**src/pkg/ccs_map.svh**
```systemverilog
`ifndef CCS_MAP_SVH
`define CCS_MAP_SVH
// Operation
// - Rate alarm sets when sample change per interval exceeds the rate limit.
// - With latching on, rate alarm holds until an unlatch rising edge.
// - Calibration fault sets when the last calibration attempt failed.
// - Calibration fault is zero after power-up reset.
// - Calibrating flag is one while calibrating, zero otherwise.
// - Good low reference sets once a valid low reference is sampled.
// - Bad low reference sets when low reference is invalid; blocks success.
// - Abort with bad low reference sets fault until later success.
// - Good high reference sets once a valid high reference is sampled.
// - Bad high reference sets when high reference is invalid; blocks success.
// - Abort with bad high reference sets fault until later success.
// - Reference and success flags read zero unless calibration connection selected.
// - Success sets when calibration completes and calibrating state is left.
// - Success stays set while the controller connection remains open.
// - Success also reads one when stored calibration data is applied.
// - Channel value is a signed float in engineering units.
// - Free-running 15-bit millisecond stamp counter.
// - Each scan captures the stamp alongside the scanned data.

// ----------------------------------------------------------------
// Register map
// ----------------------------------------------------------------
`define CCS_ADDR_CTRL 8'h00
`define CCS_ADDR_LIMIT 8'h04
`define CCS_ADDR_STATUS 8'h08
`define CCS_ADDR_DATA 8'h0c
`define CCS_ADDR_STAMP 8'h10
`define CCS_ADDR_SAMPLE 8'h14
`define CCS_CTRL_LATCH 0
`define CCS_CTRL_UNLATCH 1
`define CCS_CTRL_CALCONN 2
`define CCS_CTRL_ENABLE 3
`define CCS_ST_RATE 0
`define CCS_ST_FAULT 1
`define CCS_ST_CALIB 2
`define CCS_ST_GLOW 3
`define CCS_ST_BLOW 4
`define CCS_ST_GHIGH 5
`define CCS_ST_BHIGH 6
`define CCS_ST_OK 7
`define CCS_RESP_OKAY 2'b00
`define CCS_RESP_SLVERR 2'b10
// ----------------------------------------------------------------
// Timing
// ----------------------------------------------------------------
`define CCS_CLK_HZ 25000000
`define CCS_TICK_MS 1
`define CCS_TICK_CYC (`CCS_CLK_HZ / 1000 * `CCS_TICK_MS)
`define CCS_STAMP_W 15
`endif

```
**src/pkg/ccs_pkg.sv**
```systemverilog
package ccs_pkg;
  typedef enum logic [1:0] {
    CCS_IDLE,
    CCS_CAL,
    CCS_DONE
  } ccs_cal_t;

  typedef struct packed {
    logic awr_q;
    logic [7:0] awaddr_q;
    logic wr_q;
    logic [31:0] wdata_q;
    logic bvalid;
    logic [1:0] bresp;
    logic arvalid_seen;
    logic rvalid;
    logic [31:0] rdata;
    logic [1:0] rresp;
    logic [3:0] ctrl;
    logic [31:0] limit;
    logic unl_prev;
    logic [14:0] tick_cnt;
    logic [14:0] stamp;
    logic [14:0] scan_stamp;
    logic [31:0] sample;
    logic [31:0] prev_sample;
    logic [31:0] value;
    logic have_prev;
    logic rate;
    logic fault;
    ccs_cal_t cal;
    logic glow;
    logic blow;
    logic ghigh;
    logic bhigh;
    logic ok;
  } ccs_state_t;
endpackage

```
**src/rtl/ccs_top.sv**
```systemverilog
// Our own choices: the register addresses and the AXI4-Lite slave port.
`timescale 1ns/1ps
`include "ccs_map.svh"
module ccs_top import ccs_pkg::*; #(
  parameter int TICK_CYC = `CCS_TICK_CYC
) (
  input wire logic clk,
  input wire logic nrst,
  input wire logic [7:0] s_axi_awaddr,
  input wire logic s_axi_awvalid,
  output logic s_axi_awready,
  input wire logic [31:0] s_axi_wdata,
  input wire logic [3:0] s_axi_wstrb,
  input wire logic s_axi_wvalid,
  output logic s_axi_wready,
  output logic [1:0] s_axi_bresp,
  output logic s_axi_bvalid,
  input wire logic s_axi_bready,
  input wire logic [7:0] s_axi_araddr,
  input wire logic s_axi_arvalid,
  output logic s_axi_arready,
  output logic [31:0] s_axi_rdata,
  output logic [1:0] s_axi_rresp,
  output logic s_axi_rvalid,
  input wire logic s_axi_rready,
  input wire logic scan_strobe,
  input wire logic [31:0] scan_value,
  input wire logic [31:0] scan_sample,
  input wire logic cal_start,
  input wire logic cal_abort,
  input wire logic cal_finish,
  input wire logic low_ref_sampled,
  input wire logic low_ref_good,
  input wire logic high_ref_sampled,
  input wire logic high_ref_good,
  input wire logic cal_data_applied,
  input wire logic conn_open,
  output logic rate_of_change_alarm,
  output logic calibration_fault_flag,
  output logic calibrating,
  output logic calibration_done_ok,
  output logic [14:0] scan_millisecond_stamp
);

  ccs_state_t s_q, s_d;
  logic [31:0] diff;
  logic [31:0] status;

  // ----------------------------------------------------------------
  // Helpers
  // ----------------------------------------------------------------
  // Magnitude of the difference of two signed samples.
  function automatic logic [31:0] absdiff(input logic [31:0] a,
                                           input logic [31:0] b);
    logic signed [32:0] d;
    d = $signed({a[31], a}) - $signed({b[31], b});
    if (d[32]) begin
      d = -d;
    end
    absdiff = d[32] ? 32'hffffffff : d[31:0];
  endfunction

  assign diff = absdiff(s_q.sample, s_q.prev_sample);

  always_comb begin
    status = 32'h0;
    status[`CCS_ST_RATE] = s_q.rate;
    status[`CCS_ST_FAULT] = s_q.fault;
    status[`CCS_ST_CALIB] = (s_q.cal == CCS_CAL);
    // Quality flags are hidden on the plain data connection.
    if (s_q.ctrl[`CCS_CTRL_CALCONN]) begin
      status[`CCS_ST_GLOW] = s_q.glow;
      status[`CCS_ST_BLOW] = s_q.blow;
      status[`CCS_ST_GHIGH] = s_q.ghigh;
      status[`CCS_ST_BHIGH] = s_q.bhigh;
      status[`CCS_ST_OK] = s_q.ok;
    end
  end

  // ----------------------------------------------------------------
  // Next state
  // ----------------------------------------------------------------
  always_comb begin
    s_d = s_q;
    // Bus slave: address and data may arrive in either order.
    if (s_axi_awvalid && !s_q.awr_q) begin
      s_d.awr_q = 1'b1;
      s_d.awaddr_q = s_axi_awaddr;
    end
    if (s_axi_wvalid && !s_q.wr_q) begin
      s_d.wr_q = 1'b1;
      s_d.wdata_q = s_axi_wdata;
    end
    if (s_q.bvalid && s_axi_bready) begin
      s_d.bvalid = 1'b0;
    end
    if (s_q.awr_q && s_q.wr_q && !s_q.bvalid) begin
      s_d.awr_q = 1'b0;
      s_d.wr_q = 1'b0;
      s_d.bvalid = 1'b1;
      s_d.bresp = `CCS_RESP_OKAY;
      case (s_q.awaddr_q)
        `CCS_ADDR_CTRL: begin
          if (s_axi_wstrb[0]) begin
            s_d.ctrl = s_q.wdata_q[3:0];
          end
        end
        `CCS_ADDR_LIMIT: begin
          s_d.limit = s_q.wdata_q;
        end
        `CCS_ADDR_STATUS, `CCS_ADDR_DATA, `CCS_ADDR_STAMP,
        `CCS_ADDR_SAMPLE: begin
        end
        default: s_d.bresp = `CCS_RESP_SLVERR;
      endcase
    end
    if (s_q.rvalid && s_axi_rready) begin
      s_d.rvalid = 1'b0;
    end
    if (s_axi_arvalid && !s_q.rvalid && !s_q.arvalid_seen) begin
      s_d.arvalid_seen = 1'b1;
      s_d.rvalid = 1'b1;
      s_d.rresp = `CCS_RESP_OKAY;
      case (s_axi_araddr)
        `CCS_ADDR_CTRL: s_d.rdata = {28'h0, s_q.ctrl};
        `CCS_ADDR_LIMIT: s_d.rdata = s_q.limit;
        `CCS_ADDR_STATUS: s_d.rdata = status;
        `CCS_ADDR_DATA: s_d.rdata = s_q.value;
        `CCS_ADDR_STAMP: s_d.rdata = {17'h0, s_q.scan_stamp};
        `CCS_ADDR_SAMPLE: s_d.rdata = s_q.sample;
        default: begin
          s_d.rdata = 32'h0;
          s_d.rresp = `CCS_RESP_SLVERR;
        end
      endcase
    end else begin
      s_d.arvalid_seen = 1'b0;
    end

    // Millisecond tick; the counter wraps naturally at 15 bits.
    if (s_q.tick_cnt == 15'(TICK_CYC - 1)) begin
      s_d.tick_cnt = 15'h0;
      s_d.stamp = s_q.stamp + 15'h1;
    end else begin
      s_d.tick_cnt = s_q.tick_cnt + 15'h1;
    end

    if (scan_strobe) begin
      s_d.scan_stamp = s_q.stamp;
      s_d.value = scan_value;
      s_d.sample = scan_sample;
      // The first scan has no predecessor, so it compares with itself.
      s_d.prev_sample = s_q.have_prev ? s_q.sample : scan_sample;
      s_d.have_prev = 1'b1;
    end

    // Rate alarm: set wins over the unlatch edge.
    s_d.unl_prev = s_q.ctrl[`CCS_CTRL_UNLATCH];
    if (s_q.ctrl[`CCS_CTRL_UNLATCH] && !s_q.unl_prev) begin
      s_d.rate = 1'b0;
    end else if (!s_q.ctrl[`CCS_CTRL_LATCH]) begin
      s_d.rate = 1'b0;
    end
    if (s_q.ctrl[`CCS_CTRL_ENABLE] && s_q.have_prev &&
        diff > s_q.limit) begin
      s_d.rate = 1'b1;
    end
    if (!s_q.ctrl[`CCS_CTRL_ENABLE]) begin
      s_d.rate = 1'b0;
    end

    // Calibration sequence.
    case (s_q.cal)
      CCS_IDLE, CCS_DONE: begin
        if (cal_start) begin
          s_d.cal = CCS_CAL;
          s_d.glow = 1'b0;
          s_d.blow = 1'b0;
          s_d.ghigh = 1'b0;
          s_d.bhigh = 1'b0;
          s_d.ok = 1'b0;
        end
      end
      CCS_CAL: begin
        if (low_ref_sampled) begin
          s_d.glow = low_ref_good;
          s_d.blow = !low_ref_good;
        end
        if (high_ref_sampled) begin
          s_d.ghigh = high_ref_good;
          s_d.bhigh = !high_ref_good;
        end
        if (cal_abort) begin
          s_d.cal = CCS_IDLE;
          if (s_q.blow || s_q.bhigh) begin
            s_d.fault = 1'b1;
          end
        end else if (cal_finish) begin
          if (s_q.glow && s_q.ghigh && !s_q.blow && !s_q.bhigh) begin
            s_d.cal = CCS_DONE;
            s_d.ok = 1'b1;
            s_d.fault = 1'b0;
          end else begin
            s_d.cal = CCS_IDLE;
            s_d.fault = 1'b1;
          end
        end
      end
      default: s_d.cal = CCS_IDLE;
    endcase
    // Success persists only while the connection stays open.
    if (!conn_open && s_q.cal != CCS_CAL) begin
      s_d.ok = 1'b0;
    end
    if (cal_data_applied && s_q.cal != CCS_CAL) begin
      s_d.ok = 1'b1;
    end
  end

  always_ff @(posedge clk or negedge nrst) begin
    if (!nrst) begin
      s_q <= '0;
    end else begin
      s_q <= s_d;
    end
  end

  assign s_axi_awready = !s_q.awr_q;
  assign s_axi_wready = !s_q.wr_q;
  assign s_axi_bvalid = s_q.bvalid;
  assign s_axi_bresp = s_q.bresp;
  assign s_axi_arready = !s_q.rvalid && !s_q.arvalid_seen;
  assign s_axi_rvalid = s_q.rvalid;
  assign s_axi_rdata = s_q.rdata;
  assign s_axi_rresp = s_q.rresp;
  assign rate_of_change_alarm = s_q.rate;
  assign calibration_fault_flag = s_q.fault;
  assign calibrating = (s_q.cal == CCS_CAL);
  assign calibration_done_ok = s_q.ctrl[`CCS_CTRL_CALCONN] & s_q.ok;
  assign scan_millisecond_stamp = s_q.scan_stamp;

endmodule // ccs_top

```
**config.mk**
```make
export PLATFORM = sky130hd
export DESIGN_NAME = ccs_top
export DESIGN_NICKNAME = d
export VERILOG_FILES = /design/src/pkg/ccs_pkg.sv /design/src/rtl/ccs_top.sv
export VERILOG_INCLUDE_DIRS = /design/src /design/src/pkg
export SDC_FILE = /design/constraint.sdc
export NUM_CORES = 1
export LEC_CHECK = 0
export BUFFER_PORTS_ARGS = -buffer_cell sky130_fd_sc_hd__buf_2
export CAP_MARGIN = 20
export CORE_AREA = 2 2 179 181
export CTS_CLUSTER_SIZE = 10
export DETAILED_ROUTE_END_ITERATION = 16
export DIE_AREA = 0 0 181 183
export PLACE_DENSITY_LB_ADDON = 0.15
export REMOVE_ABC_BUFFERS = 1
export SLEW_MARGIN = 5
export SYNTH_ARGS = -nofsm -noshare
export SYNTH_HDL_FRONTEND = slang
export SYNTH_SLANG_ARGS = --single-unit
```
**constraint.sdc**
```tcl
create_clock -name clk -period 6.6 [get_ports clk]
set_clock_uncertainty 0.1 [all_clocks]
set_input_delay 1.32 -clock clk [delete_from_list [all_inputs] [get_ports clk]]
set_output_delay 1.32 -clock clk [all_outputs]
set_load 0.01 [all_outputs]
```
==> flow_summary.ini <==
[floorplan]
fp.dieArea_sq_mm = 0.0331
rows = 65
die_h_microns = 183
start_util_pct = 49.5
die_w_microns = 181
core_area_sq_mm = 0.0312
num_io_pins = 193

[synth]
async_flop_share_pct = 100
yosysWarnings = 0
syn_avg_cell_area_sq_um = 10.2
synth_cells = 1515
yosysUniqueCellTypes = 76
ys_seq_area_share_pct = 43.3
netlist_top_cells_area = dfrtp_1 43%, mux2_2 12%, ha_1 5.5%
synth_edf_count = 0
synth_common_cells = 267 x dfrtp_1, 169 x mux2_2, 118 x nand2_1
synth_top_area_share_pct = 43.3
synth_ff_type = dfrtp_1
ys_seq_elements = 267
synth_most_common_cell = dfrtp_1
synth_top_area_cell = dfrtp_1
netlist_area_sq_mm = 0.0154

[pwr]
ir_drop_mv = 0.228
cellLeakagePower_nw = 8.18
power_density_mw_per_mm2 = 318

[sta]
drv_slew = 0
fin_crit_sh_pct = 88.8
rsz0062_at_grt = no
fin_setup_tns_ns = 0
slew_headroom_pct = 24.9
tightest_slew_ns = 1.13
hold_viol = 0
finalSetupViolCount = 0
fmax_mhz = 171
layout_setup_ws_ns = 0.737
min_period_ns = 5.86

[clock_tree]
cts_setup_buffers = 0
clk_latency_ns = 0.56
cts_hold_buf = 0
cts_tree = yes
cts_num_sinks = 267
cts-root-buf = clkbuf_16
htree_num_levels = 1
cts_buffer_depth = 3
cts.clk_slew.worst_paths_ns = 0.06
cts_made_buffers = 31
post_cts_resized = 0

[worst_hold_path]
min_path_cells = 0
min_to = s_q[151]$_DFF_PN0_
hold_path_startpoint = s_d[151]$_DFFE_PN0P_
hold_class = flop to flop

[route]
via_count = 11671
drtIter0Drc = 1011
wire_per_inst_microns = 19.0
wirelength_microns = 38700
firstDrtPassIters = 5
via_per_inst = 5.72
final_antenna_net_count = 0
drc = 0

[global_route]
grt_pass1_vias = 11547
grt_max_degree = 144
gr-total-overflow = 0
grt_antenna_before_repair = 6
grt_pass1_wl_microns = 61900
grtUsageTotal_pct = 23.2

[placement]
place_congestion = 0.870
io_buffers = 187
dpl.hpwl_microns = 28000
place_ws_ns = 0.831

[setup_path]
arrival_ns = 6.19
r2r_cells = 25
critPathSlowestCell = a211oi_1
r2r_start = s_q[74]$_DFFE_PN0P_
reg2reg_to = rate_of_change_alarm$_DFFE_PN0P_
start_kind = flop
path_depth = 25
end_kind = flop
crit_buf_inv = 2
cp_common_cell = a21o_1
crit_type = flop to flop
crit_family = compound AO/OA/AOI/OAI gates
path_max_fanout = 17
critPathMaxStageDelay_ns = 0.69
reg2reg_slack_ns = 0.74
required_ns = 6.93

[layout]
regArea_sq_mm = 0.00668
area_growth_pct = 11.8
multi_input_area_sq_mm = 0.00779
fillers = 2833
drive_above_1_share_pct = 26.6
layout.nets = 1831

[outcome]
status = completed

[flow_run]
maxCapViolations = 0
## placed cells by master, fill, tap and decap left out, types with 23 or more instances in the layout
| master | instances |
|---|---|
| clkbuf_16 | 31 |
| inv_1 | 87 |
| nand4_1 | 23 |
| mux2_2 | 169 |
| dfrtp_1 | 266 |
| ha_1 | 68 |
| xnor2_1 | 43 |
| nor2_1 | 101 |
| buf_2 | 185 |
| xor2_1 | 27 |
| nand3_1 | 27 |
| mux2i_1 | 35 |
| a222oi_1 | 25 |
| nand2_1 | 118 |
| a21oi_1 | 84 |
| o21ai_0 | 74 |
## layer usage
layer / wire length [microns] / track usage (%) / vias up
met2: 17500 / 37.5 / 278
li1: - / - / 5590
met4: 593 / 4.07 / 6
met1: 18000 / 32.7 / 5748
met3: 2570 / 4.83 / 49
met5: 23 / 0 / -
## how the worst max path moves through the flow
stage | from | end | slack (ns)
finish | s_q[74]$_DFFE_PN0P_ | rate_of_change_alarm$_DFFE_PN0P_ | 0.74
global route | s_q[74]$_DFFE_PN0P_ | rate_of_change_alarm$_DFFE_PN0P_ | 0.30
CTS | s_q[74]$_DFFE_PN0P_ | rate_of_change_alarm$_DFFE_PN0P_ | 0.82
detailed placement | s_q[74]$_DFFE_PN0P_ | rate_of_change_alarm$_DFFE_PN0P_ | 0.83
global placement | s_q[74]$_DFFE_PN0P_ | rate_of_change_alarm$_DFFE_PN0P_ | 0.88
floorplan | s_q[42]$_DFFE_PN0P_ | rate_of_change_alarm$_DFFE_PN0P_ | 0.58
## flip-flops by register name, indices dropped and copies added, names as in the netlist
signal and cells:
s_q 213, s_axi_rdata 32, scan_millisecond_stamp 15, calibration_fault_flag 1, rate_of_change_alarm 1, s_axi_bresp 1
s_axi_bvalid 1, s_axi_rresp 1, s_axi_rvalid 1, s_d 1
## worst register-to-register path: cells and delay by family, from the launching register on
kind,cells,cell delay (ns)
compound gates,13,3.09
fa+ha+maj,3,0.88
buf+inv,2,0.30
flops,1,0.36
simple gates,7,0.98
## stage by stage
stage          util (%)  hold WS [ns]  instances  area, sq um  power, mW
2_1_floorplan         -         0.285       1393        14800       3.44
3_3_place_gp       52.5         0.313       1997        16400       3.95
3_5_place_dp       52.5         0.310       1997        16400       3.99
4_1_cts            55.2         0.329       2037        17200       5.52
5_1_grt            55.3         0.344       2039        17300       5.87
6_report           55.3         0.333       2041        17300       5.50
## layout make-up
type,instances,area share [%]
clock buffer,38,4.87
timing repair buffer,203,6.40
inverter,87,1.89
sequential,267,38.7
tap,402,2.91
multi-input combinational,1039,45.1
antenna,3,0.0435
clock inverter,2,0.0797
## logic make-up after synthesis
kind of cell,count (synthesis),share of synthesized area [%]
mux,207,15.0
xor+xnor,70,3.97
flops,267,43.3
simple gates,377,11.8
fa+ha+maj,69,5.64
other cells,1,0.0243
buf+inv,210,6.45
compound gates,314,13.9
## where the power goes
part	switching (mW)	internal, mW	total (mW)	leakage [nW]
clock network	0.630	0.875	1.51	0.423
logic	1.03	0.848	1.87	4.41
registers	0.203	1.91	2.12	3.34
Note: power is estimated with default switching activity, not from simulation.
